**src/hbc_pkg.sv**
```systemverilog
package hbc_pkg;

  // register offsets in configuration space (byte addresses)
  localparam logic [7:0] HBC_OFF_DEV_IDENT = 8'h02;
  localparam logic [7:0] HBC_OFF_COMMAND = 8'h04;
  localparam logic [7:0] HBC_OFF_STATUS = 8'h06;

  // reset values
  localparam logic [15:0] HBC_CMD_RESET = 16'h0006;
  localparam logic [15:0] HBC_STS_RESET = 16'h0090;

  // hardwired bits: one where a bit reads one, all others zero
  localparam logic [15:0] HBC_CMD_FIXED = 16'h0006;
  localparam logic [15:0] HBC_STS_FIXED = 16'h0090;

  // command field positions
  localparam int HBC_CMD_SYSERR_EN = 8;
  localparam int HBC_CMD_B2B = 9;
  localparam int HBC_CMD_INITIATOR = 2;
  localparam int HBC_CMD_MEMORY = 1;

  // status field positions
  localparam int HBC_STS_SYSERR_SENT = 14;
  localparam int HBC_STS_MASTER_ABORT = 13;
  localparam int HBC_STS_TARGET_ABORT = 12;
  localparam int HBC_STS_B2B_CAPABLE = 7;
  localparam int HBC_STS_CAP_LIST = 4;

  // configuration access, one 16-bit half-word per request
  typedef struct packed {
    logic valid;
    logic write;
    logic [7:0] addr;
    logic [1:0] be;
    logic [15:0] wdata;
  } hbc_cfg_req_t;

  // answer to a configuration access
  typedef struct packed {
    logic ack;
    logic [15:0] rdata;
  } hbc_cfg_rsp_t;

  // error events from the hub interface side of function 0
  typedef struct packed {
    logic err_cond;
    logic master_abort;
    logic target_abort;
  } hbc_evt_t;

endpackage

```
**src/hbc_host_bridge_cfg.sv**
```systemverilog
module hbc_host_bridge_cfg #(
  // arbitrary neutral identification value
  parameter logic [15:0] DEV_IDENT = 16'h5a5a
) (
  // clock and reset
  input wire logic clk_i,
  input wire logic rst_i,
  // configuration access
  input hbc_pkg::hbc_cfg_req_t cfg_req_i,
  output hbc_pkg::hbc_cfg_rsp_t cfg_rsp_o,
  // function 0 error events
  input hbc_pkg::hbc_evt_t evt_i,
  // hub interface system-error message request
  output logic syserr_msg_o,
  // current messaging enable for other logic
  output logic syserr_msg_enable_o
);
  import hbc_pkg::*;

  logic syserr_msg_enable_reg;
  logic syserr_msg_enable_next;
  logic [2:0] flags_reg; // {sent, master abort, target abort}
  logic [2:0] flags_next;
  logic msg_reg;
  logic msg_next;
  hbc_cfg_rsp_t rsp_reg;
  hbc_cfg_rsp_t rsp_next;
  logic [15:0] cmd_view;
  logic [15:0] sts_view;
  logic wr_cmd_hi;
  logic wr_sts_hi;
  logic send_msg;
  logic [2:0] flag_set;
  logic [2:0] flag_clr;

  // half-word select on even offsets
  function automatic logic hits(input logic [7:0] a, input logic [7:0] off);
    return a[7:1] == off[7:1];
  endfunction

  // read views: fixed bits from constants, live bits from flops
  always_comb begin
    cmd_view = HBC_CMD_FIXED;
    cmd_view[HBC_CMD_SYSERR_EN] = syserr_msg_enable_reg;
    sts_view = HBC_STS_FIXED;
    sts_view[HBC_STS_SYSERR_SENT] = flags_reg[2];
    sts_view[HBC_STS_MASTER_ABORT] = flags_reg[1];
    sts_view[HBC_STS_TARGET_ABORT] = flags_reg[0];
  end

  // write decode, high byte lane holds every writable bit
  always_comb begin
    wr_cmd_hi = cfg_req_i.valid && cfg_req_i.write && cfg_req_i.be[1]
                && hits(cfg_req_i.addr, HBC_OFF_COMMAND);
    wr_sts_hi = cfg_req_i.valid && cfg_req_i.write && cfg_req_i.be[1]
                && hits(cfg_req_i.addr, HBC_OFF_STATUS);
  end

  // command register next value, only the enable is writable
  always_comb begin
    syserr_msg_enable_next = syserr_msg_enable_reg;
    if (wr_cmd_hi) begin
      syserr_msg_enable_next = cfg_req_i.wdata[HBC_CMD_SYSERR_EN];
    end
  end

  // message generation for function 0 conditions only
  always_comb begin
    send_msg = evt_i.err_cond && syserr_msg_enable_reg;
    msg_next = send_msg;
  end

  // sticky flags: set wins over a same-cycle clear
  always_comb begin
    flag_set = {send_msg, evt_i.master_abort, evt_i.target_abort};
    flag_clr = 3'h0;
    if (wr_sts_hi) begin
      flag_clr = {cfg_req_i.wdata[HBC_STS_SYSERR_SENT],
                  cfg_req_i.wdata[HBC_STS_MASTER_ABORT],
                  cfg_req_i.wdata[HBC_STS_TARGET_ABORT]};
    end
    flags_next = (flags_reg & ~flag_clr) | flag_set;
  end

  // read answer one cycle after the request, unmapped reads zero
  always_comb begin
    rsp_next = '0;
    if (cfg_req_i.valid) begin
      rsp_next.ack = 1'b1;
      if (!cfg_req_i.write) begin
        if (hits(cfg_req_i.addr, HBC_OFF_DEV_IDENT)) begin
          rsp_next.rdata = DEV_IDENT;
        end else if (hits(cfg_req_i.addr, HBC_OFF_COMMAND)) begin
          rsp_next.rdata = cmd_view;
        end else if (hits(cfg_req_i.addr, HBC_OFF_STATUS)) begin
          rsp_next.rdata = sts_view;
        end
      end
    end
  end

  // state registers
  always_ff @(posedge clk_i) begin
    if (rst_i) begin
      syserr_msg_enable_reg <= HBC_CMD_RESET[HBC_CMD_SYSERR_EN];
      flags_reg <= {HBC_STS_RESET[HBC_STS_SYSERR_SENT],
                    HBC_STS_RESET[HBC_STS_MASTER_ABORT],
                    HBC_STS_RESET[HBC_STS_TARGET_ABORT]};
      msg_reg <= 1'b0;
      rsp_reg <= '0;
    end else begin
      syserr_msg_enable_reg <= syserr_msg_enable_next;
      flags_reg <= flags_next;
      msg_reg <= msg_next;
      rsp_reg <= rsp_next;
    end
  end

  // outputs straight from flops
  assign cfg_rsp_o = rsp_reg;
  assign syserr_msg_o = msg_reg;
  assign syserr_msg_enable_o = syserr_msg_enable_reg;

  // checks
  devid_read_a: assert property (@(posedge clk_i) disable iff (rst_i)
    cfg_req_i.valid && !cfg_req_i.write && hits(cfg_req_i.addr, HBC_OFF_DEV_IDENT)
    |=> cfg_rsp_o.ack && cfg_rsp_o.rdata == DEV_IDENT)
    else $error("device ident read wrong");

  cmd_reset_a: assert property (@(posedge clk_i)
    rst_i |=> !syserr_msg_enable_o && !syserr_msg_o)
    else $error("command enable not cleared by reset");

  cmd_fixed_a: assert property (@(posedge clk_i) disable iff (rst_i)
    cfg_req_i.valid && !cfg_req_i.write && hits(cfg_req_i.addr, HBC_OFF_COMMAND)
    |=> (cfg_rsp_o.rdata & ~16'h0100) == HBC_CMD_FIXED
        && cfg_rsp_o.rdata[HBC_CMD_SYSERR_EN] == syserr_msg_enable_o)
    else $error("command hardwired bits wrong");

  msg_gate_a: assert property (@(posedge clk_i) disable iff (rst_i)
    evt_i.err_cond && !syserr_msg_enable_o |=> !syserr_msg_o)
    else $error("message sent while disabled");

  msg_send_a: assert property (@(posedge clk_i) disable iff (rst_i)
    evt_i.err_cond && syserr_msg_enable_o |=> syserr_msg_o && flags_reg[2])
    else $error("enabled error gave no message or flag");

  sts_fixed_a: assert property (@(posedge clk_i) disable iff (rst_i)
    cfg_req_i.valid && !cfg_req_i.write && hits(cfg_req_i.addr, HBC_OFF_STATUS)
    |=> (cfg_rsp_o.rdata & ~16'h7000) == HBC_STS_FIXED)
    else $error("status hardwired bits wrong");

  master_abort_a: assert property (@(posedge clk_i) disable iff (rst_i)
    evt_i.master_abort |=> flags_reg[1])
    else $error("master abort flag not set");

  target_abort_a: assert property (@(posedge clk_i) disable iff (rst_i)
    evt_i.target_abort |=> flags_reg[0])
    else $error("target abort flag not set");

  zero_write_a: assert property (@(posedge clk_i) disable iff (rst_i)
    wr_sts_hi && !cfg_req_i.wdata[HBC_STS_TARGET_ABORT] && flags_reg[0] |=> flags_reg[0])
    else $error("writing zero cleared target abort flag");

  one_clear_a: assert property (@(posedge clk_i) disable iff (rst_i)
    wr_sts_hi && cfg_req_i.wdata[HBC_STS_MASTER_ABORT] && !evt_i.master_abort |=> !flags_reg[1])
    else $error("writing one did not clear flag");

  enable_hold_a: assert property (@(posedge clk_i) disable iff (rst_i)
    !wr_cmd_hi |=> $stable(syserr_msg_enable_o))
    else $error("enable changed without command write");

  // flag, enable and message behaviour around writes, events and reset, and hardwired command and status bits
  set_wins_a: assert property (@(posedge clk_i) disable iff (rst_i)
    wr_sts_hi && cfg_req_i.wdata[HBC_STS_TARGET_ABORT] && evt_i.target_abort |=> flags_reg[0])
    else $error("clear beat a same-cycle target abort");

  sts_reset_a: assert property (@(posedge clk_i)
    rst_i |=> flags_reg == 3'h0)
    else $error("status flags not cleared by reset");

  enable_set_a: assert property (@(posedge clk_i) disable iff (rst_i)
    wr_cmd_hi && cfg_req_i.wdata[HBC_CMD_SYSERR_EN] |=> syserr_msg_enable_o)
    else $error("enable not set by command write");

  enable_clear_a: assert property (@(posedge clk_i) disable iff (rst_i)
    wr_cmd_hi && !cfg_req_i.wdata[HBC_CMD_SYSERR_EN] |=> !syserr_msg_enable_o)
    else $error("enable not cleared by command write");

  stray_msg_a: assert property (@(posedge clk_i) disable iff (rst_i)
    !evt_i.err_cond |=> !syserr_msg_o)
    else $error("message without error condition");

  sent_clear_a: assert property (@(posedge clk_i) disable iff (rst_i)
    wr_sts_hi && cfg_req_i.wdata[HBC_STS_SYSERR_SENT] && !send_msg |=> !flags_reg[2])
    else $error("writing one did not clear sent flag");

  target_clear_a: assert property (@(posedge clk_i) disable iff (rst_i)
    wr_sts_hi && cfg_req_i.wdata[HBC_STS_TARGET_ABORT] && !evt_i.target_abort |=> !flags_reg[0])
    else $error("writing one did not clear target abort flag");

  master_mem_a: assert property (@(posedge clk_i) disable iff (rst_i)
    cfg_req_i.valid && !cfg_req_i.write && hits(cfg_req_i.addr, HBC_OFF_COMMAND)
    |=> cfg_rsp_o.rdata[HBC_CMD_INITIATOR] && cfg_rsp_o.rdata[HBC_CMD_MEMORY]
        && !cfg_rsp_o.rdata[HBC_CMD_B2B])
    else $error("command initiator, memory or b2b bit wrong");

  cap_flags_a: assert property (@(posedge clk_i) disable iff (rst_i)
    cfg_req_i.valid && !cfg_req_i.write && hits(cfg_req_i.addr, HBC_OFF_STATUS)
    |=> cfg_rsp_o.rdata[HBC_STS_B2B_CAPABLE] && cfg_rsp_o.rdata[HBC_STS_CAP_LIST])
    else $error("status capability bits wrong");

endmodule

```
**config.mk**
```make
export PLATFORM = sky130hd
export DESIGN_NAME = hbc_host_bridge_cfg
export DESIGN_NICKNAME = d
export VERILOG_FILES = /design/src/hbc_pkg.sv /design/src/hbc_host_bridge_cfg.sv
export SDC_FILE = /design/constraint.sdc
export NUM_CORES = 1
export LEC_CHECK = 0
export BUFFER_PORTS_ARGS = -buffer_cell sky130_fd_sc_hd__buf_2
export CORE_MARGIN = 2
export CORE_UTILIZATION = 41
export CTS_BUF_LIST = sky130_fd_sc_hd__clkbuf_8
export CTS_CLUSTER_SIZE = 8
export DETAILED_ROUTE_END_ITERATION = 7
export PLACE_DENSITY = 0.95
export SLEW_MARGIN = 20
export SYNTH_ARGS = -nofsm -noshare
export SYNTH_HDL_FRONTEND = slang
export SYNTH_SLANG_ARGS = --single-unit
```
**constraint.sdc**
```tcl
create_clock -name clk_i -period 3.3 [get_ports clk_i]
set_input_delay 0.495 -clock clk_i [delete_from_list [all_inputs] [get_ports clk_i]]
set_output_delay 0.495 -clock clk_i [all_outputs]
set_load 0.005 [all_outputs]
```
Yosys cells after proc, flatten, opt, wreduce, memory -nomap -nowiden
Cells that the tools add are included.
W data, S select, Z words.
{ "op_classes": {"eq_ne": 3, "bitwise": 5, "n_reduce_logical": 9, "muxes": 6} }
{ "op_table": {"columns": ["op", "n"], "rows": [
  ["$mux W15", 4],
  ["$mux W17", 1],
  ["$eq A7 B2 Y1 const B", 2],
  ["$eq A7 B1 Y1 const B", 1],
  ["$reduce_or A6 Y1", 1],
  ["$logic_and A1 B1 Y1", 5],
  ["$reduce_or A5 Y1", 1],
  ["$reduce_or A4 Y1", 1],
  ["$and A3 B3 Y3", 1],
  ["$mux W3", 1],
  ["$not A3 Y3", 1],
  ["$or A3 B3 Y3", 1],
  ["$reduce_or A3 Y1", 1],
  ["$not A1 Y1", 2]
]} }
{ "word_totals": {"regBits": 22, "wordCells": 31, "inputBits": 33} }

Depth between registers and ports, before layout
{ "logic_depth": {"word_depth": 7, "ltp_mapped": 4, "ltp_nobuf": 4} }

Worst setup path before layout
OpenSTA, ideal clock, no wires.
{ "synth_path": {"path_kind": "input to register", "start": "in cfg_req_i[25] (netlist bit)", "end": "reg flags_reg[0]", "arrival_ns": 1.295, "path_stages": 3, "required_time_ns": 3.170, "n_path_buf": 0, "path_slack_ns": 1.876, "cell_sequence": "or3_4 nor4_2 a31oi_1"} }
{ "synth_between": {"elab_chain_cells": 6} }
{ "synth_lines": {"columns": ["item", "line_no", "source"], "rows": [
  ["start, declared", "hbc_host_bridge_cfg.sv:9", "input hbc_pkg::hbc_cfg_req_t cfg_req_i,"],
  ["$eq A7 B2 Y1", "hbc_host_bridge_cfg.sv:38", "return a[7:1] == off[7:1];"],
  ["$logic_and A1 B1 Y1", "hbc_host_bridge_cfg.sv:56", "&& hits(cfg_req_i.addr, HBC_OFF_STATUS);"],
  ["$mux W3", "hbc_host_bridge_cfg.sv:77", "if (wr_sts_hi) begin"],
  ["$not A3 Y3", "hbc_host_bridge_cfg.sv:82", "flags_next = (flags_reg & ~flag_clr) | flag_set;"],
  ["$and A3 B3 Y3", "hbc_host_bridge_cfg.sv:82", null],
  ["$or A3 B3 Y3", "hbc_host_bridge_cfg.sv:82", null],
  ["end signal, assigned", "hbc_host_bridge_cfg.sv:106", "flags_reg <= {HBC_STS_RESET[HBC_STS_SYSERR_SENT],"],
  ["end signal, assigned", "hbc_host_bridge_cfg.sv:113", "flags_reg <= flags_next;"],
  ["end, declared", "hbc_host_bridge_cfg.sv:22", "logic [2:0] flags_reg;"]
]} }
No other way between the ends.
A chain may end at the register's enable or synchronous reset.

Worst setup path after layout
Same ends and word-level chain as after synthesis.

==> impl_metrics.ini <==
[clocking]
cts.sinks = 15
clk_pin_slew_worst_paths_ns = 0.05
max-clock-path-buffers = 2
cts_tree = yes
cts_setup_buffers = 0
cts-root-buf = clkbuf_8
htreeDepth = 1
cts-resized-gates = 0
holdBufCountCts = 0
numCtsBuffers = 3
insertion_delay_ns = 0.24

[critical_path]
crit_fanout = 3
max_stage_delay_ns = 0.39
cp_num_cells = 4
critPathBufInv = 1
required_ns = 3.41
setup.worst_path.class = in2reg
path_delay_family = simple AND/OR/NAND/NOR gates
startpoint_type = input port
crit_path_end_kind = flop
r2r_cells = 3
worst_path_max_delay_cell = or3_4
crit_arrival_ns = 1.52
cp_cell_sequence = buf_2 -> or3_4 -> nor4_2 -> a31oi_1

[layout]
area_delta_synth_final_pct = 30.75
stdcell_count = 109
antennaDiodeCount = 0
final_util = 0.5863
largest_reg_flops = 10
nFillCells = 121
layout-drive-gt1-share = 0.4468
fin_nets = 128

[detailed_routing]
wl_met2_um = 610
top_layer_used = met4
drcViolationCount = 0
antenna_left = 0
wl_per_cell_um = 10.33
drtIter0Drc = 6
viasPerCell = 4.651
first_pass_iters = 3
wl_met3_um = 106
num_vias = 507
wl_um = 1126
wl_met1_um = 397

[run]
maxCapViolCount = 0

[synth]
yosys-top-cells-area = dfxtp_1 50%, buf_4 8.8%, inv_1 4.4%
yosys.cell_types.count = 26
synth_compound_area_frac = 0.07113
synthFlopType = dfxtp_1
synthArstFlopShare = 0
yosys_register_bits = 15
ys_warn_count = 0
synth-edff-count = 0
synthCells = 62
synth-simple-area-share = 0.2448
synth_mux_area_frac = 0.01674
synthAdderAreaFrac = 0
yosysMostFrequentCell = dfxtp_1
netlist_top_cells_count = 15 x dfxtp_1, 7 x buf_4, 7 x inv_1, 4 x a21oi_1
syn_area_per_cell_sq_um = 9.646
synth-xor-area-share = 0.01464
synth_area_sq_um = 598.1
yosysSeqAreaShare = 0.5021
synth_top_family_by_area = simple AND/OR/NAND/NOR gates
synth_top_cell_by_area = dfxtp_1
synth_top_area_frac = 0.5021

[sta]
final_hold_viol_count = 0
fin_hold_ws_ns = 0.4395
setup_viol = 0
period_share = 0.4271
max_freq_mhz = 709.4
skew_ns = 0.0006473
tns_ns = 0
grt_setup_unrepaired = false
period_needed_ns = 1.410
slew_viol_final = 0

[placement]
dp_cells = 105
gp_congestion = 0.7169
dp_hpwl_um = 936.5
port-buffer-count = 33

[global_route]
grt_pass1_vias = 484
grt_overflow = 0
grt_start_max_net_pins = 10
grt_antenna_before_repair = 0
grt_pass1_wl_um = 1938
grt_usage = 0.1469

[die]
initial_core_util = 0.4484
die_x_um = 42.20
coreArea_sq_um = 1334
die_area_sq_um = 1780
num_rows = 13
io-pin-count = 52
die_h_um = 42.20

[power]
max-vdd-ir-drop_mv = 0.1322
p_per_area_nw_per_um2 = 448.1
leakage_nw = 0.4105

[min_path]
hold_path.class = in2reg
hold_depth = 2

[run_status]
status = finished, final reports clean
through the flow:
| stage | total power [mW] | instance area [sq um] | setup slack, ns |
|---|---|---|---|
| 2_1_floorplan | 0.2038 | 609.3 | 1.876 |
| 3_3_place_gp | 0.2145 | 737.0 | 1.669 |
| 3_5_place_dp | 0.2162 | 737.0 | 1.624 |
| 4_1_cts | 0.3553 | 782.0 | 1.885 |
| 5_1_grt | 0.3654 | 782.0 | 1.844 |
| 6_report | 0.3504 | 782.0 | 1.890 |
worst register-to-register path, stage by stage, from the launching register on:
cell,delay (ns)
dfxtp_1,0.33
and3b_1,0.21
nor2b_1,0.12
a21oi_1,0.07
layout make-up:
cell class / count / area [sq um] / area share
sequential: 15 / 300.3 / 0.3840
multi-input combinational: 34 / 222.7 / 0.2848
timing repair buffer: 33 / 165.2 / 0.2112
clock buffer: 3 / 41.29 / 0.05280
inverter: 8 / 30.03 / 0.03840
tap: 15 / 18.77 / 0.02400
clock inverter: 1 / 3.754 / 0.004800
per-layer routing:
layer | vias to the layer above | GRT usage
li1 | 258 | -
met1 | 224 | 0.1383
met2 | 23 | 0.2708
met3 | 2 | 0.03017
met4 | 0 | 0.1125
met5 | - | 0
path summary, 6_finish.rpt:
| kind | to | startpoint | slack (ns) |
|---|---|---|---|
| setup / recovery | flags_reg[0]$_SDFF_PP0_ | cfg_req_i[25] | 1.89 |
| hold / removal | flags_reg[1]$_SDFF_PP0_ | cfg_req_i[13] | 0.44 |
| setup reg to reg | flags_reg[2]$_SDFF_PP0_ | syserr_msg_enable_o$_SDFFE_PP0P_ | 2.45 |
| hold reg to reg | cfg_rsp_o[12]$_SDFF_PP0_ | flags_reg[0]$_SDFF_PP0_ | 0.46 |
placed cells by master (no fill, tap or decap), types with 3 or more instances in the layout:
cell / Yosys / routed
dfxtp_1: 15 / 15
a21oi_1: 4 / 4
clkbuf_8: 0 / 3
buf_2: 0 / 33
conb_1: 1 / 4
inv_1: 7 / 8
where the power goes:
part           internal, mW  total, mW  switching, mW
clock network        0.0821      0.138         0.0561
logic                0.0136     0.0275         0.0139
registers             0.184      0.185        0.00103
total                 0.279      0.350         0.0710
cells by family (layout without fill, tap and decap cells):
logic type                count (synthesis)  count (layout)
buffers and inverters                    16              45
xor gates and xnor gates                  1               1
other                                     1               4
and+or+nand+nor                          20              20
DFF                                      15              15
AOI/OAI and AO/OA                         8               8
muxes                                     1               1
(Power assumes the default switching activity.)
